[config.mk]
export PLATFORM = sky130hd
export DESIGN_NAME = sarc_top
export DESIGN_NICKNAME = d
export VERILOG_FILES = /design/src/include/sarc_pkg.sv /design/src/core/sarc_top.sv /design/src/core/sarc_filter.sv
export VERILOG_INCLUDE_DIRS = /design/src /design/src/include
export SDC_FILE = /design/constraint.sdc
export NUM_CORES = 1
export LEC_CHECK = 0
export ABC_AREA = 0
export BUFFER_PORTS_ARGS = -buffer_cell sky130_fd_sc_hd__buf_2
export CORE_MARGIN = 5
export CORE_UTILIZATION = 34
export CTS_CLUSTER_DIAMETER = 30
export DETAILED_ROUTE_END_ITERATION = 16
export PLACE_DENSITY = 0.57
export SLEW_MARGIN = 0
export SYNTH_ARGS = -nofsm -noshare
export SYNTH_HDL_FRONTEND = slang
export SYNTH_SLANG_ARGS = --single-unit
[constraint.sdc]
create_clock -name clk -period 2 [get_ports clk]
set_clock_uncertainty 0.05 [all_clocks]
set_input_delay 0.1 -clock clk [delete_from_list [all_inputs] [get_ports clk]]
set_output_delay 0.1 -clock clk [all_outputs]
set_load 0.03 [all_outputs]
[src/include/sarc_params.svh]
// constants for the status and remote control block
`ifndef SARC_PARAMS_SVH
`define SARC_PARAMS_SVH
`define SARC_ADDR_W 8
`define SARC_OFF_CTRL 8'h00
`define SARC_OFF_STATE 8'h04
`define SARC_OFF_OPER_COND 8'h08
`define SARC_OFF_OPER_FILT 8'h0C
`define SARC_OFF_OPER_EVT 8'h10
`define SARC_OFF_OVLD_COND 8'h14
`define SARC_OFF_OVLD_FILT 8'h18
`define SARC_OFF_OVLD_EVT 8'h1C
`define SARC_OFF_IRQ_STAT 8'h20
`define SARC_OFF_IRQ_MASK 8'h24
`define SARC_OFF_WAVE_CNT 8'h28
`define SARC_CTRL_IFC 0
`define SARC_CTRL_SDC 1
`define SARC_CTRL_REN 2
`define SARC_CTRL_GTL 3
`define SARC_CTRL_LLO 4
`define SARC_CTRL_LOAD 5
`define SARC_CTRL_END 6
`define SARC_IRQ_OPER 0
`define SARC_IRQ_OVLD 1
`define SARC_IRQ_WDONE 2
`define SARC_IRQ_WERR 3
`define SARC_IRQ_W 4
`define SARC_WAVE_WORDS 1024
`define SARC_FILT_RESET 16'hFFFF
`define SARC_RESP_OKAY 2'h0
`define SARC_RESP_SLVERR 2'h2
`endif

[src/include/sarc_pkg.sv]
// types for the status and remote control block
package sarc_pkg;
    typedef enum logic [1:0] {
        SARC_LOCAL = 2'b00,
        SARC_REMOTE = 2'b01,
        SARC_LOCKOUT = 2'b10
    } sarc_rstate_type;
    typedef enum logic [1:0] {
        SARC_W_IDLE = 2'b00,
        SARC_W_HIGH = 2'b01,
        SARC_W_LOW = 2'b10
    } sarc_wstate_type;
    typedef struct packed {
        logic [15:0] cond;
        logic [15:0] filt;
        logic [15:0] evt;
    } sarc_tf_type;
endpackage

[src/core/sarc_top.sv]
// status groups, interface messages and waveform block receiver
// Function
// - filter 1: rising condition sets event
// - filter 0: falling condition sets event
// - device clear empties buffers, status, request
// - remote enable enters remote state
// - go to local returns local state
// - local lockout enters lockout state
// - lockout ignores panel local key
// - wrong block length flags an error
// - ascending words, upper byte first
//
// The AXI4-Lite slave port and the address map were chosen for this implementation.
`include "sarc_params.svh"
module sarc_top #(
    parameter int WAVE_WORDS = `SARC_WAVE_WORDS,
    parameter int COND_W = 16
) (
    input wire logic clk,
    input wire logic resetn,
    input wire logic [`SARC_ADDR_W-1:0] s_axi_awaddr,
    input wire logic s_axi_awvalid,
    output logic s_axi_awready,
    input wire logic [31:0] s_axi_wdata,
    input wire logic [3:0] s_axi_wstrb,
    input wire logic s_axi_wvalid,
    output logic s_axi_wready,
    output logic [1:0] s_axi_bresp,
    output logic s_axi_bvalid,
    input wire logic s_axi_bready,
    input wire logic [`SARC_ADDR_W-1:0] s_axi_araddr,
    input wire logic s_axi_arvalid,
    output logic s_axi_arready,
    output logic [31:0] s_axi_rdata,
    output logic [1:0] s_axi_rresp,
    output logic s_axi_rvalid,
    input wire logic s_axi_rready,
    input wire logic [COND_W-1:0] oper_cond_in,
    input wire logic [COND_W-1:0] ovld_cond_in,
    input wire logic panel_local_key,
    input wire logic [7:0] rx_byte,
    input wire logic rx_valid,
    output logic rx_ready,
    output logic [15:0] wave_word,
    output logic [9:0] wave_index,
    output logic wave_we,
    output logic remote_mode,
    output logic lockout_mode,
    output logic io_flush,
    output logic irq
);
    typedef struct packed {
        logic aw_hold;
        logic [`SARC_ADDR_W-1:0] awaddr;
        logic w_hold;
        logic [31:0] wdata;
        logic bvalid;
        logic [1:0] bresp;
        logic rvalid;
        logic [31:0] rdata;
        logic [1:0] rresp;
        logic [COND_W-1:0] oper_filt;
        logic [COND_W-1:0] ovld_filt;
        logic [COND_W-1:0] oper_clr;
        logic [COND_W-1:0] ovld_clr;
        sarc_pkg::sarc_rstate_type rstate;
        logic [2:0] key_sync;
        sarc_pkg::sarc_wstate_type wstate;
        logic [7:0] hi_byte;
        logic [10:0] wcount;
        logic [15:0] wave_word;
        logic wave_we;
        logic io_flush;
        logic [`SARC_IRQ_W-1:0] irq_stat;
        logic [`SARC_IRQ_W-1:0] irq_mask;
        logic irq;
        logic awready;
        logic wready;
        logic arready;
        logic rx_ready;
        logic [9:0] wave_index;
        logic remote_mode;
        logic lockout_mode;
    } sarc_st_type;
    sarc_st_type st_reg, st_next;
    logic [COND_W-1:0] oper_evt, ovld_evt, oper_cond, ovld_cond;
    logic oper_fired, ovld_fired;

    sarc_filter #(.W(COND_W)) u_oper (
        .clk(clk),
        .resetn(resetn),
        .cond_in(oper_cond_in),
        .filt(st_reg.oper_filt),
        .evt_clr(st_reg.oper_clr),
        .evt(oper_evt),
        .cond_now(oper_cond),
        .fired(oper_fired)
    );
    sarc_filter #(.W(COND_W)) u_ovld (
        .clk(clk),
        .resetn(resetn),
        .cond_in(ovld_cond_in),
        .filt(st_reg.ovld_filt),
        .evt_clr(st_reg.ovld_clr),
        .evt(ovld_evt),
        .cond_now(ovld_cond),
        .fired(ovld_fired)
    );

    function automatic logic [31:0] sarc_ext(input logic [COND_W-1:0] v);
        sarc_ext = 32'(v);
    endfunction

    logic do_wr, do_rd, key_edge, sdc, ifc, w_take;
    logic [`SARC_IRQ_W-1:0] ev;
    logic [31:0] rd;
    logic rd_ok;
    always_comb begin
        st_next = st_reg;
        st_next.wave_we = 1'b0;
        st_next.io_flush = 1'b0;
        st_next.oper_clr = '0;
        st_next.ovld_clr = '0;
        ev = '0;
        rd = 32'h0;
        rd_ok = 1'b1;
        sdc = 1'b0;
        ifc = 1'b0;
        // axi write: address and data taken in either order
        if (s_axi_awvalid && !st_reg.aw_hold && !st_reg.bvalid) begin
            st_next.aw_hold = 1'b1;
            st_next.awaddr = s_axi_awaddr;
        end
        if (s_axi_wvalid && !st_reg.w_hold && !st_reg.bvalid) begin
            st_next.w_hold = 1'b1;
            st_next.wdata = s_axi_wdata;
        end
        do_wr = st_reg.aw_hold && st_reg.w_hold && !st_reg.bvalid;
        if (do_wr) begin
            st_next.aw_hold = 1'b0;
            st_next.w_hold = 1'b0;
            st_next.bvalid = 1'b1;
            st_next.bresp = `SARC_RESP_OKAY;
            case (st_reg.awaddr)
                `SARC_OFF_CTRL: begin
                    ifc = st_reg.wdata[`SARC_CTRL_IFC];
                    sdc = st_reg.wdata[`SARC_CTRL_SDC];
                    if (st_reg.wdata[`SARC_CTRL_REN] && st_reg.rstate == sarc_pkg::SARC_LOCAL) begin
                        st_next.rstate = sarc_pkg::SARC_REMOTE;
                    end
                    if (st_reg.wdata[`SARC_CTRL_LLO]) begin
                        st_next.rstate = sarc_pkg::SARC_LOCKOUT;
                    end
                    if (st_reg.wdata[`SARC_CTRL_GTL]) begin
                        st_next.rstate = sarc_pkg::SARC_LOCAL;
                    end
                    if (st_reg.wdata[`SARC_CTRL_LOAD]) begin
                        // block follows the command part as a separate transfer
                        st_next.wstate = sarc_pkg::SARC_W_HIGH;
                        st_next.wcount = '0;
                    end
                    if (st_reg.wdata[`SARC_CTRL_END] && st_reg.wstate != sarc_pkg::SARC_W_IDLE) begin
                        st_next.wstate = sarc_pkg::SARC_W_IDLE;
                        if (st_reg.wstate == sarc_pkg::SARC_W_LOW ||
                            st_reg.wcount != 11'(WAVE_WORDS)) begin
                            ev[`SARC_IRQ_WERR] = 1'b1;
                        end else begin
                            ev[`SARC_IRQ_WDONE] = 1'b1;
                        end
                    end
                end
                `SARC_OFF_OPER_FILT: st_next.oper_filt = st_reg.wdata[COND_W-1:0];
                `SARC_OFF_OVLD_FILT: st_next.ovld_filt = st_reg.wdata[COND_W-1:0];
                `SARC_OFF_OPER_EVT: st_next.oper_clr = st_reg.wdata[COND_W-1:0];
                `SARC_OFF_OVLD_EVT: st_next.ovld_clr = st_reg.wdata[COND_W-1:0];
                `SARC_OFF_IRQ_STAT: st_next.irq_stat = st_reg.irq_stat & ~st_reg.wdata[`SARC_IRQ_W-1:0];
                `SARC_OFF_IRQ_MASK: st_next.irq_mask = st_reg.wdata[`SARC_IRQ_W-1:0];
                default: st_next.bresp = `SARC_RESP_SLVERR;
            endcase
        end
        if (st_reg.bvalid && s_axi_bready) begin
            st_next.bvalid = 1'b0;
        end
        // axi read: event registers clear on read
        do_rd = s_axi_arvalid && !st_reg.rvalid;
        case (s_axi_araddr)
            `SARC_OFF_STATE: rd = {26'h0, st_reg.wstate, st_reg.rstate, st_reg.key_sync[2], 1'b0};
            `SARC_OFF_OPER_COND: rd = sarc_ext(oper_cond);
            `SARC_OFF_OPER_FILT: rd = sarc_ext(st_reg.oper_filt);
            `SARC_OFF_OPER_EVT: rd = sarc_ext(oper_evt);
            `SARC_OFF_OVLD_COND: rd = sarc_ext(ovld_cond);
            `SARC_OFF_OVLD_FILT: rd = sarc_ext(st_reg.ovld_filt);
            `SARC_OFF_OVLD_EVT: rd = sarc_ext(ovld_evt);
            `SARC_OFF_IRQ_STAT: rd = 32'(st_reg.irq_stat);
            `SARC_OFF_IRQ_MASK: rd = 32'(st_reg.irq_mask);
            `SARC_OFF_WAVE_CNT: rd = 32'(st_reg.wcount);
            `SARC_OFF_CTRL: rd = 32'h0;
            default: rd_ok = 1'b0;
        endcase
        if (do_rd) begin
            st_next.rvalid = 1'b1;
            st_next.rdata = rd;
            st_next.rresp = rd_ok ? `SARC_RESP_OKAY : `SARC_RESP_SLVERR;
            if (s_axi_araddr == `SARC_OFF_OPER_EVT) begin
                st_next.oper_clr = oper_evt;
            end
            if (s_axi_araddr == `SARC_OFF_OVLD_EVT) begin
                st_next.ovld_clr = ovld_evt;
            end
        end
        if (st_reg.rvalid && s_axi_rready) begin
            st_next.rvalid = 1'b0;
        end
        // panel key: three stages, rising edge when second is high and third still low
        st_next.key_sync = {st_reg.key_sync[1:0], panel_local_key};
        key_edge = st_reg.key_sync[1] && !st_reg.key_sync[2];
        // lockout never matches here, so the key is ignored there
        if (key_edge && st_reg.rstate == sarc_pkg::SARC_REMOTE) begin
            st_next.rstate = sarc_pkg::SARC_LOCAL;
        end
        // waveform byte stream, upper byte then lower, ascending index
        w_take = rx_valid && st_reg.wstate != sarc_pkg::SARC_W_IDLE;
        if (w_take) begin
            case (st_reg.wstate)
                sarc_pkg::SARC_W_HIGH: begin
                    st_next.hi_byte = rx_byte;
                    st_next.wstate = sarc_pkg::SARC_W_LOW;
                end
                sarc_pkg::SARC_W_LOW: begin
                    st_next.wave_word = {st_reg.hi_byte, rx_byte};
                    st_next.wave_we = st_reg.wcount < 11'(WAVE_WORDS);
                    st_next.wave_index = 10'(st_reg.wcount);
                    st_next.wcount = st_reg.wcount + 11'h1;
                    st_next.wstate = sarc_pkg::SARC_W_HIGH;
                end
                default: st_next.wstate = sarc_pkg::SARC_W_IDLE;
            endcase
        end
        if (sdc) begin
            st_next.io_flush = 1'b1;
            st_next.wstate = sarc_pkg::SARC_W_IDLE;
            st_next.wcount = '0;
            st_next.oper_clr = '1;
            st_next.ovld_clr = '1;
            st_next.irq_stat = '0;
        end
        if (ifc) begin
            st_next.wstate = sarc_pkg::SARC_W_IDLE;
            st_next.wcount = '0;
            st_next.io_flush = 1'b1;
        end
        // events set after clears so an event in the clear cycle survives
        ev[`SARC_IRQ_OPER] = oper_fired;
        ev[`SARC_IRQ_OVLD] = ovld_fired;
        st_next.irq_stat = st_next.irq_stat | ev;
        st_next.irq = |(st_next.irq_stat & st_next.irq_mask);
        // readies and modes registered from the next state: same timing, but every port is a flop
        st_next.awready = !st_next.aw_hold && !st_next.bvalid;
        st_next.wready = !st_next.w_hold && !st_next.bvalid;
        st_next.arready = !st_next.rvalid;
        st_next.rx_ready = st_next.wstate != sarc_pkg::SARC_W_IDLE;
        st_next.remote_mode = st_next.rstate != sarc_pkg::SARC_LOCAL;
        st_next.lockout_mode = st_next.rstate == sarc_pkg::SARC_LOCKOUT;
    end

    always_ff @(posedge clk or negedge resetn) begin
        if (!resetn) begin
            st_reg <= '0;
            st_reg.oper_filt <= COND_W'(`SARC_FILT_RESET);
            st_reg.ovld_filt <= COND_W'(`SARC_FILT_RESET);
            st_reg.rstate <= sarc_pkg::SARC_LOCAL;
            st_reg.wstate <= sarc_pkg::SARC_W_IDLE;
            st_reg.awready <= 1'b1;
            st_reg.wready <= 1'b1;
            st_reg.arready <= 1'b1;
        end else begin
            st_reg <= st_next;
        end
    end

    assign s_axi_awready = st_reg.awready;
    assign s_axi_wready = st_reg.wready;
    assign s_axi_bvalid = st_reg.bvalid;
    assign s_axi_bresp = st_reg.bresp;
    assign s_axi_arready = st_reg.arready;
    assign s_axi_rvalid = st_reg.rvalid;
    assign s_axi_rdata = st_reg.rdata;
    assign s_axi_rresp = st_reg.rresp;
    assign rx_ready = st_reg.rx_ready;
    assign wave_word = st_reg.wave_word;
    assign wave_index = st_reg.wave_index;
    assign wave_we = st_reg.wave_we;
    assign remote_mode = st_reg.remote_mode;
    assign lockout_mode = st_reg.lockout_mode;
    assign io_flush = st_reg.io_flush;
    assign irq = st_reg.irq;
endmodule

[src/core/sarc_filter.sv]
// transition filter turning condition changes into latched events
`include "sarc_params.svh"
module sarc_filter #(
    parameter int W = 16
) (
    input wire logic clk,
    input wire logic resetn,
    input wire logic [W-1:0] cond_in,
    input wire logic [W-1:0] filt,
    input wire logic [W-1:0] evt_clr,
    output logic [W-1:0] evt,
    output logic [W-1:0] cond_now,
    output logic fired
);
    typedef struct packed {
        logic [W-1:0] s1;
        logic [W-1:0] s2;
        logic [W-1:0] s3;
        logic [W-1:0] evt;
        logic fired;
    } sarc_filt_st_type;
    sarc_filt_st_type st_reg, st_next;
    logic [W-1:0] rise, fall, hit;
    always_comb begin
        st_next = st_reg;
        st_next.s1 = cond_in;
        st_next.s2 = st_reg.s1;
        st_next.s3 = st_reg.s2;
        // only the agreed (s2/s3) stages are compared
        rise = st_reg.s2 & ~st_reg.s3;
        fall = ~st_reg.s2 & st_reg.s3;
        hit = (filt & rise) | (~filt & fall);
        // set wins over clear; bits stay until cleared
        st_next.evt = (st_reg.evt & ~evt_clr) | hit;
        st_next.fired = |hit;
    end
    always_ff @(posedge clk or negedge resetn) begin
        if (!resetn) begin
            st_reg <= '0;
        end else begin
            st_reg <= st_next;
        end
    end
    assign evt = st_reg.evt;
    assign cond_now = st_reg.s3;
    assign fired = st_reg.fired;
endmodule

# After elaboration in Yosys (flattened, before gate mapping)
# Index checks and enable logic that the tools add are counted.
# word_totals
ff_bits	343
input_bits	101
output_inout_bits	73
elab_cells	184
# classes
add_sub_neg	1
order_cmp	1
n_eq_ne	21
n_mux	53
n_bitwise	26
n_reduce_logical	41
# ops
operator	count
$and A16 B16 Y16	10
$pmux W16 S10	1
$not A16 Y16	8
$mux W16	4
$mux W32	2
$or A16 B16 Y16	4
$eq A8 B5 Y1 const B	7
$mux W11	5
$eq A8 B6 Y1 const B	5
$mux W38	1
$mux W35	1
$mux W34	1
$mux W33	1
$mux W2	16
$reduce_or A16 Y1	2
$mux W28	1
$eq A8 B4 Y1 const B	3
$logic_and A1 B1 Y1	16
$logic_not A8 Y1	2
$mux W8	2
$mux W1	12
$add A11 B1 Y11 const B	1
$lt A11 B11 Y1 const B	1
$ne A11 B11 Y1 const B	1
19 further kinds	36

# Logic depth before layout (Yosys ltp)
# depth
ltp_word	10
ltp_mapped	9
depth_no_buf	6

# Modules after synthesis
# A second synthesis with hierarchy kept.
# hier_totals
cells_unflattened	1119
area_unflattened_um2	13010.0
# by_module_without_submodules
module	instances	cells_per_inst	area_per_inst_um2	seq_area_each_um2
sarc_top	1	819	8795.9	4523.1
sarc_filter	2	150	2107.0	1626.6

# Worst setup path after synthesis
# Ideal clock, no wire load.
# synth_timing
path_kind	reg-to-reg
startpoint	register st_reg (netlist bit s_axi_bvalid)
endpoint	register st_reg[122] (netlist name)
setup_ns	0.082
t_arrival_ns	1.951
required_time_ns	1.868
path_slack_ns	-0.083
path_stages_with_launch	7
n_path_buf	2
cell_sequence	dfrtp_1 -> and3b_1 -> buf_4 -> nand2_1 -> nor4_4 -> buf_6 -> mux2_2
# synth_between
elab_chain_len	3
# synth_rtl
item	line_no	rtl
start: declaration	sarc_top.sv:85	sarc_st_type st_reg, st_next;
start signal: assignment	sarc_top.sv:277	st_reg <= st_next;
$logic_not A1 Y1	sarc_top.sv:138	do_wr = st_reg.aw_hold && st_reg.w_hold && !st_reg.bvalid;
$logic_and A1 B1 Y1	sarc_top.sv:138	
$reduce_and A2 Y1 (no line)	n/a	
# Every way passes these cells.
# A chain may end at the register's enable or synchronous reset.

==> flow_summary.toml <==
[critical_path]
end_kind = "register"
arrival_ps = 2390
rr_worst_depth = 6
cp_max_fo = 13
r2r-start = "st_reg[211]"
start_kind = "register"
r2r-end = "st_reg[78]"
r2r_slack_ps = 50
crit_type = "register to register"
cp.required_ps = 2430

[cells_and_area]
mostFrequentLayoutCells = "272 x dfrtp_1, 139 x nand2_1, 134 x buf_2"
area_growth_pct = 38.5
instances_no_fill = 1975
final_nets = 1507
drive_above_1_share_pct = 33.4
largest_reg_flops = 122
final_common_cell = "dfrtp_1"
post-route-util_pct = 47.4

[logic_synthesis]
synth_area_um2 = 12800
synth_ff_type = "dfrtp_1"
syn_area_per_cell_um2 = 11.5
synth_edf_count = 0
ys_warn_count = 0
yosys.cell_types.count = 66
synth.ff_latch_count = 309
async_reset_ff_share_pct = 100
synthCells = 1118
seq_area_frac_synth_pct = 60.7

[min_path]
hp-start = "s_axi_araddr[0]"
min_to = "s_axi_rdata[8]"
worstHoldPathType = "input port to register"
hold_depth = 4

[floorplan]
start_util_pct = 34.2
die_y_um = 204
core_um2 = 37400
die_w_um = 204
io_pins = 174
rows = 71
die-area_um2 = 41600

[clocking]
clockRootBuffer = "clkbuf_16"
path_clk_slew_ps = 50
clkSinkCount = 309
numCtsBuffers = 71
clock_latency_ps = 570
clock_path_buffers = 3
cts_tree = "yes"
ctsHtreeMaxLevel = 3

[timing]
fin_crit_sh_pct = 97.7
min_period_ps = 1950
worst-slew-pin-transition_ps = 736
hold_violations = 0
rsz0062_at_grt = "true"
slew_headroom_pct = 50.9
setup_violations = 0
setup_ws_ps = 45.8
finalMaxSlewViolations = 0
fmax_ghz = 0.512

[power]
power_density_nw_per_um2 = 1370
fin_total_pwr_mw = 24.3
irDropWorstVdd_uv = 540
leakagePower_nw = 8.19

[grt]
first_global_vias = 10100
grt_pass1_wl_mm = 59.1
antenna_found_initial = 1
grt_util_all_layers_pct = 18.3
grt_max_degree = 59
grt_overflow = 0

[placed_design]
gp_congestion = 0.898
preCtsSetupSlack_ps = -65.2
hpwlAfterDp_mm = 26.4
io_buffers = 135
dp_cells = 1765

[drt]
routed_via_density = 4.89
wl_per_cell_um = 19.2
drc = 0
dr_total_vias = 9660
m1WireLength_mm = 16.6
wl_met3_mm = 2.62
ant_nets = 0
firstDrtPassIters = 5
dr_wl_met2_mm = 17.7
routed_wl_mm = 37.9
top_layer_used = "met5"
first_iter_violations = 703

[run_status]
status = "complete, no violations"

[job]
cap_violations = 0
## Yosys cell counts (all sizes together) (5+ instances only)
cell type	count	area, um^2
a211oi	7	52.6
a21o	7	52.6
a21oi	57	285
a221o	28	280
a221oi	6	52.6
a222oi	8	80.1
a22oi	17	128
a31oi	12	75.1
and3	5	31.3
buf	82	584
clkbuf	22	82.6
dfrtp	274	6860
dfstp	35	920
inv	41	154
mux2	79	890
mux2i	10	100
nand2	142	536
nand3	13	65.1
nand4	16	100
nor2	113	434
nor2b	7	43.8
nor3	11	81.3
nor4	8	86.3
o21ai	57	289
o22ai	6	37.5
or4	6	52.6
## metrics by stage
stage / instance area (um^2) / TNS [ps] / hold slack (ps)
floorplan: 12900 / 0 / -246
global placement: 14400 / -865 / 45.3
detailed placement: 14400 / -623 / 44.4
CTS: 17600 / 0 / 3.52
global route: 17700 / -47.8 / 29.8
finish: 17700 / 0 / 2.70
## logic make-up (layout without fill, tap and decap cells)
| group | Yosys count | count (layout) | share of synthesized area (%) |
|---|---|---|---|
| AOI/OAI and AO/OA | 225 | 225 | 11.8 |
| xor gates and xnor gates | 4 | 4 | 0.274 |
| adders and majority gates | 2 | 2 | 0.195 |
| buffers and inverters | 145 | 473 | 6.41 |
| DFF | 309 | 309 | 60.7 |
| muxes | 90 | 90 | 7.91 |
| other | 1 | 19 | 0.0293 |
| and+or+nand+nor | 342 | 342 | 12.6 |
## routing by layer
metal | track usage, % | up-vias
met3 | 4.60 | 76
met1 | 24.5 | 4801
met5 | 0 | -
met2 | 28.9 | 304
met4 | 6.53 | 2
li1 | - | 4477
## where the power goes
part | total [mW] | switching, mW | internal (mW)
clock network | 12.0 | 3.58 | 8.38
registers | 8.33 | 0.973 | 7.36
logic | 3.97 | 2.32 | 1.65
total | 24.3 | 6.87 | 17.4
## worst max path at each step
stage	startpoint	end	slack, ps	cells past startpoint
floorplan	s_axi_rvalid	st_reg[78]	50	7
global placement	s_axi_araddr[2]	st_reg[78]	-70	7
detailed placement	s_axi_araddr[2]	st_reg[78]	-70	7
CTS	st_reg[207]	st_reg[73]	10	9
global route	st_reg[210]	st_reg[62]	-20	5
finish	st_reg[211]	st_reg[78]	50	6
## timing repair
| action | CTS | global route |
|---|---|---|
| setup buffers | 0 | 2 |
| resized for setup | 0 | 16 |
| endpoints found under the hold margin | 358 | 0 |
| hold buffers | 74 | 0 |
| endpoints found under the setup margin | 0 | 46 |
## area by class of cell
cell class | instances | area [um^2]
Tap cell | 511 | 639
Multi-Input combinational cell | 681 | 4330
Clock inverter | 35 | 452
Antenna cell | 1 | 2.50
Inverter | 41 | 154
Fill cell | 3403 | 19700
Clock buffer | 97 | 2070
Timing Repair Buffer | 300 | 2310
Sequential cell | 309 | 7780
## critical path, stage by stage (launching register included)
cell,delay (ps)
dfrtp_1,420
nor2_1,170
nand3b_1,190
or4_4,580
nor2_4,140
buf_12,170
a221o_1,160
(Power assumes the default switching activity.)
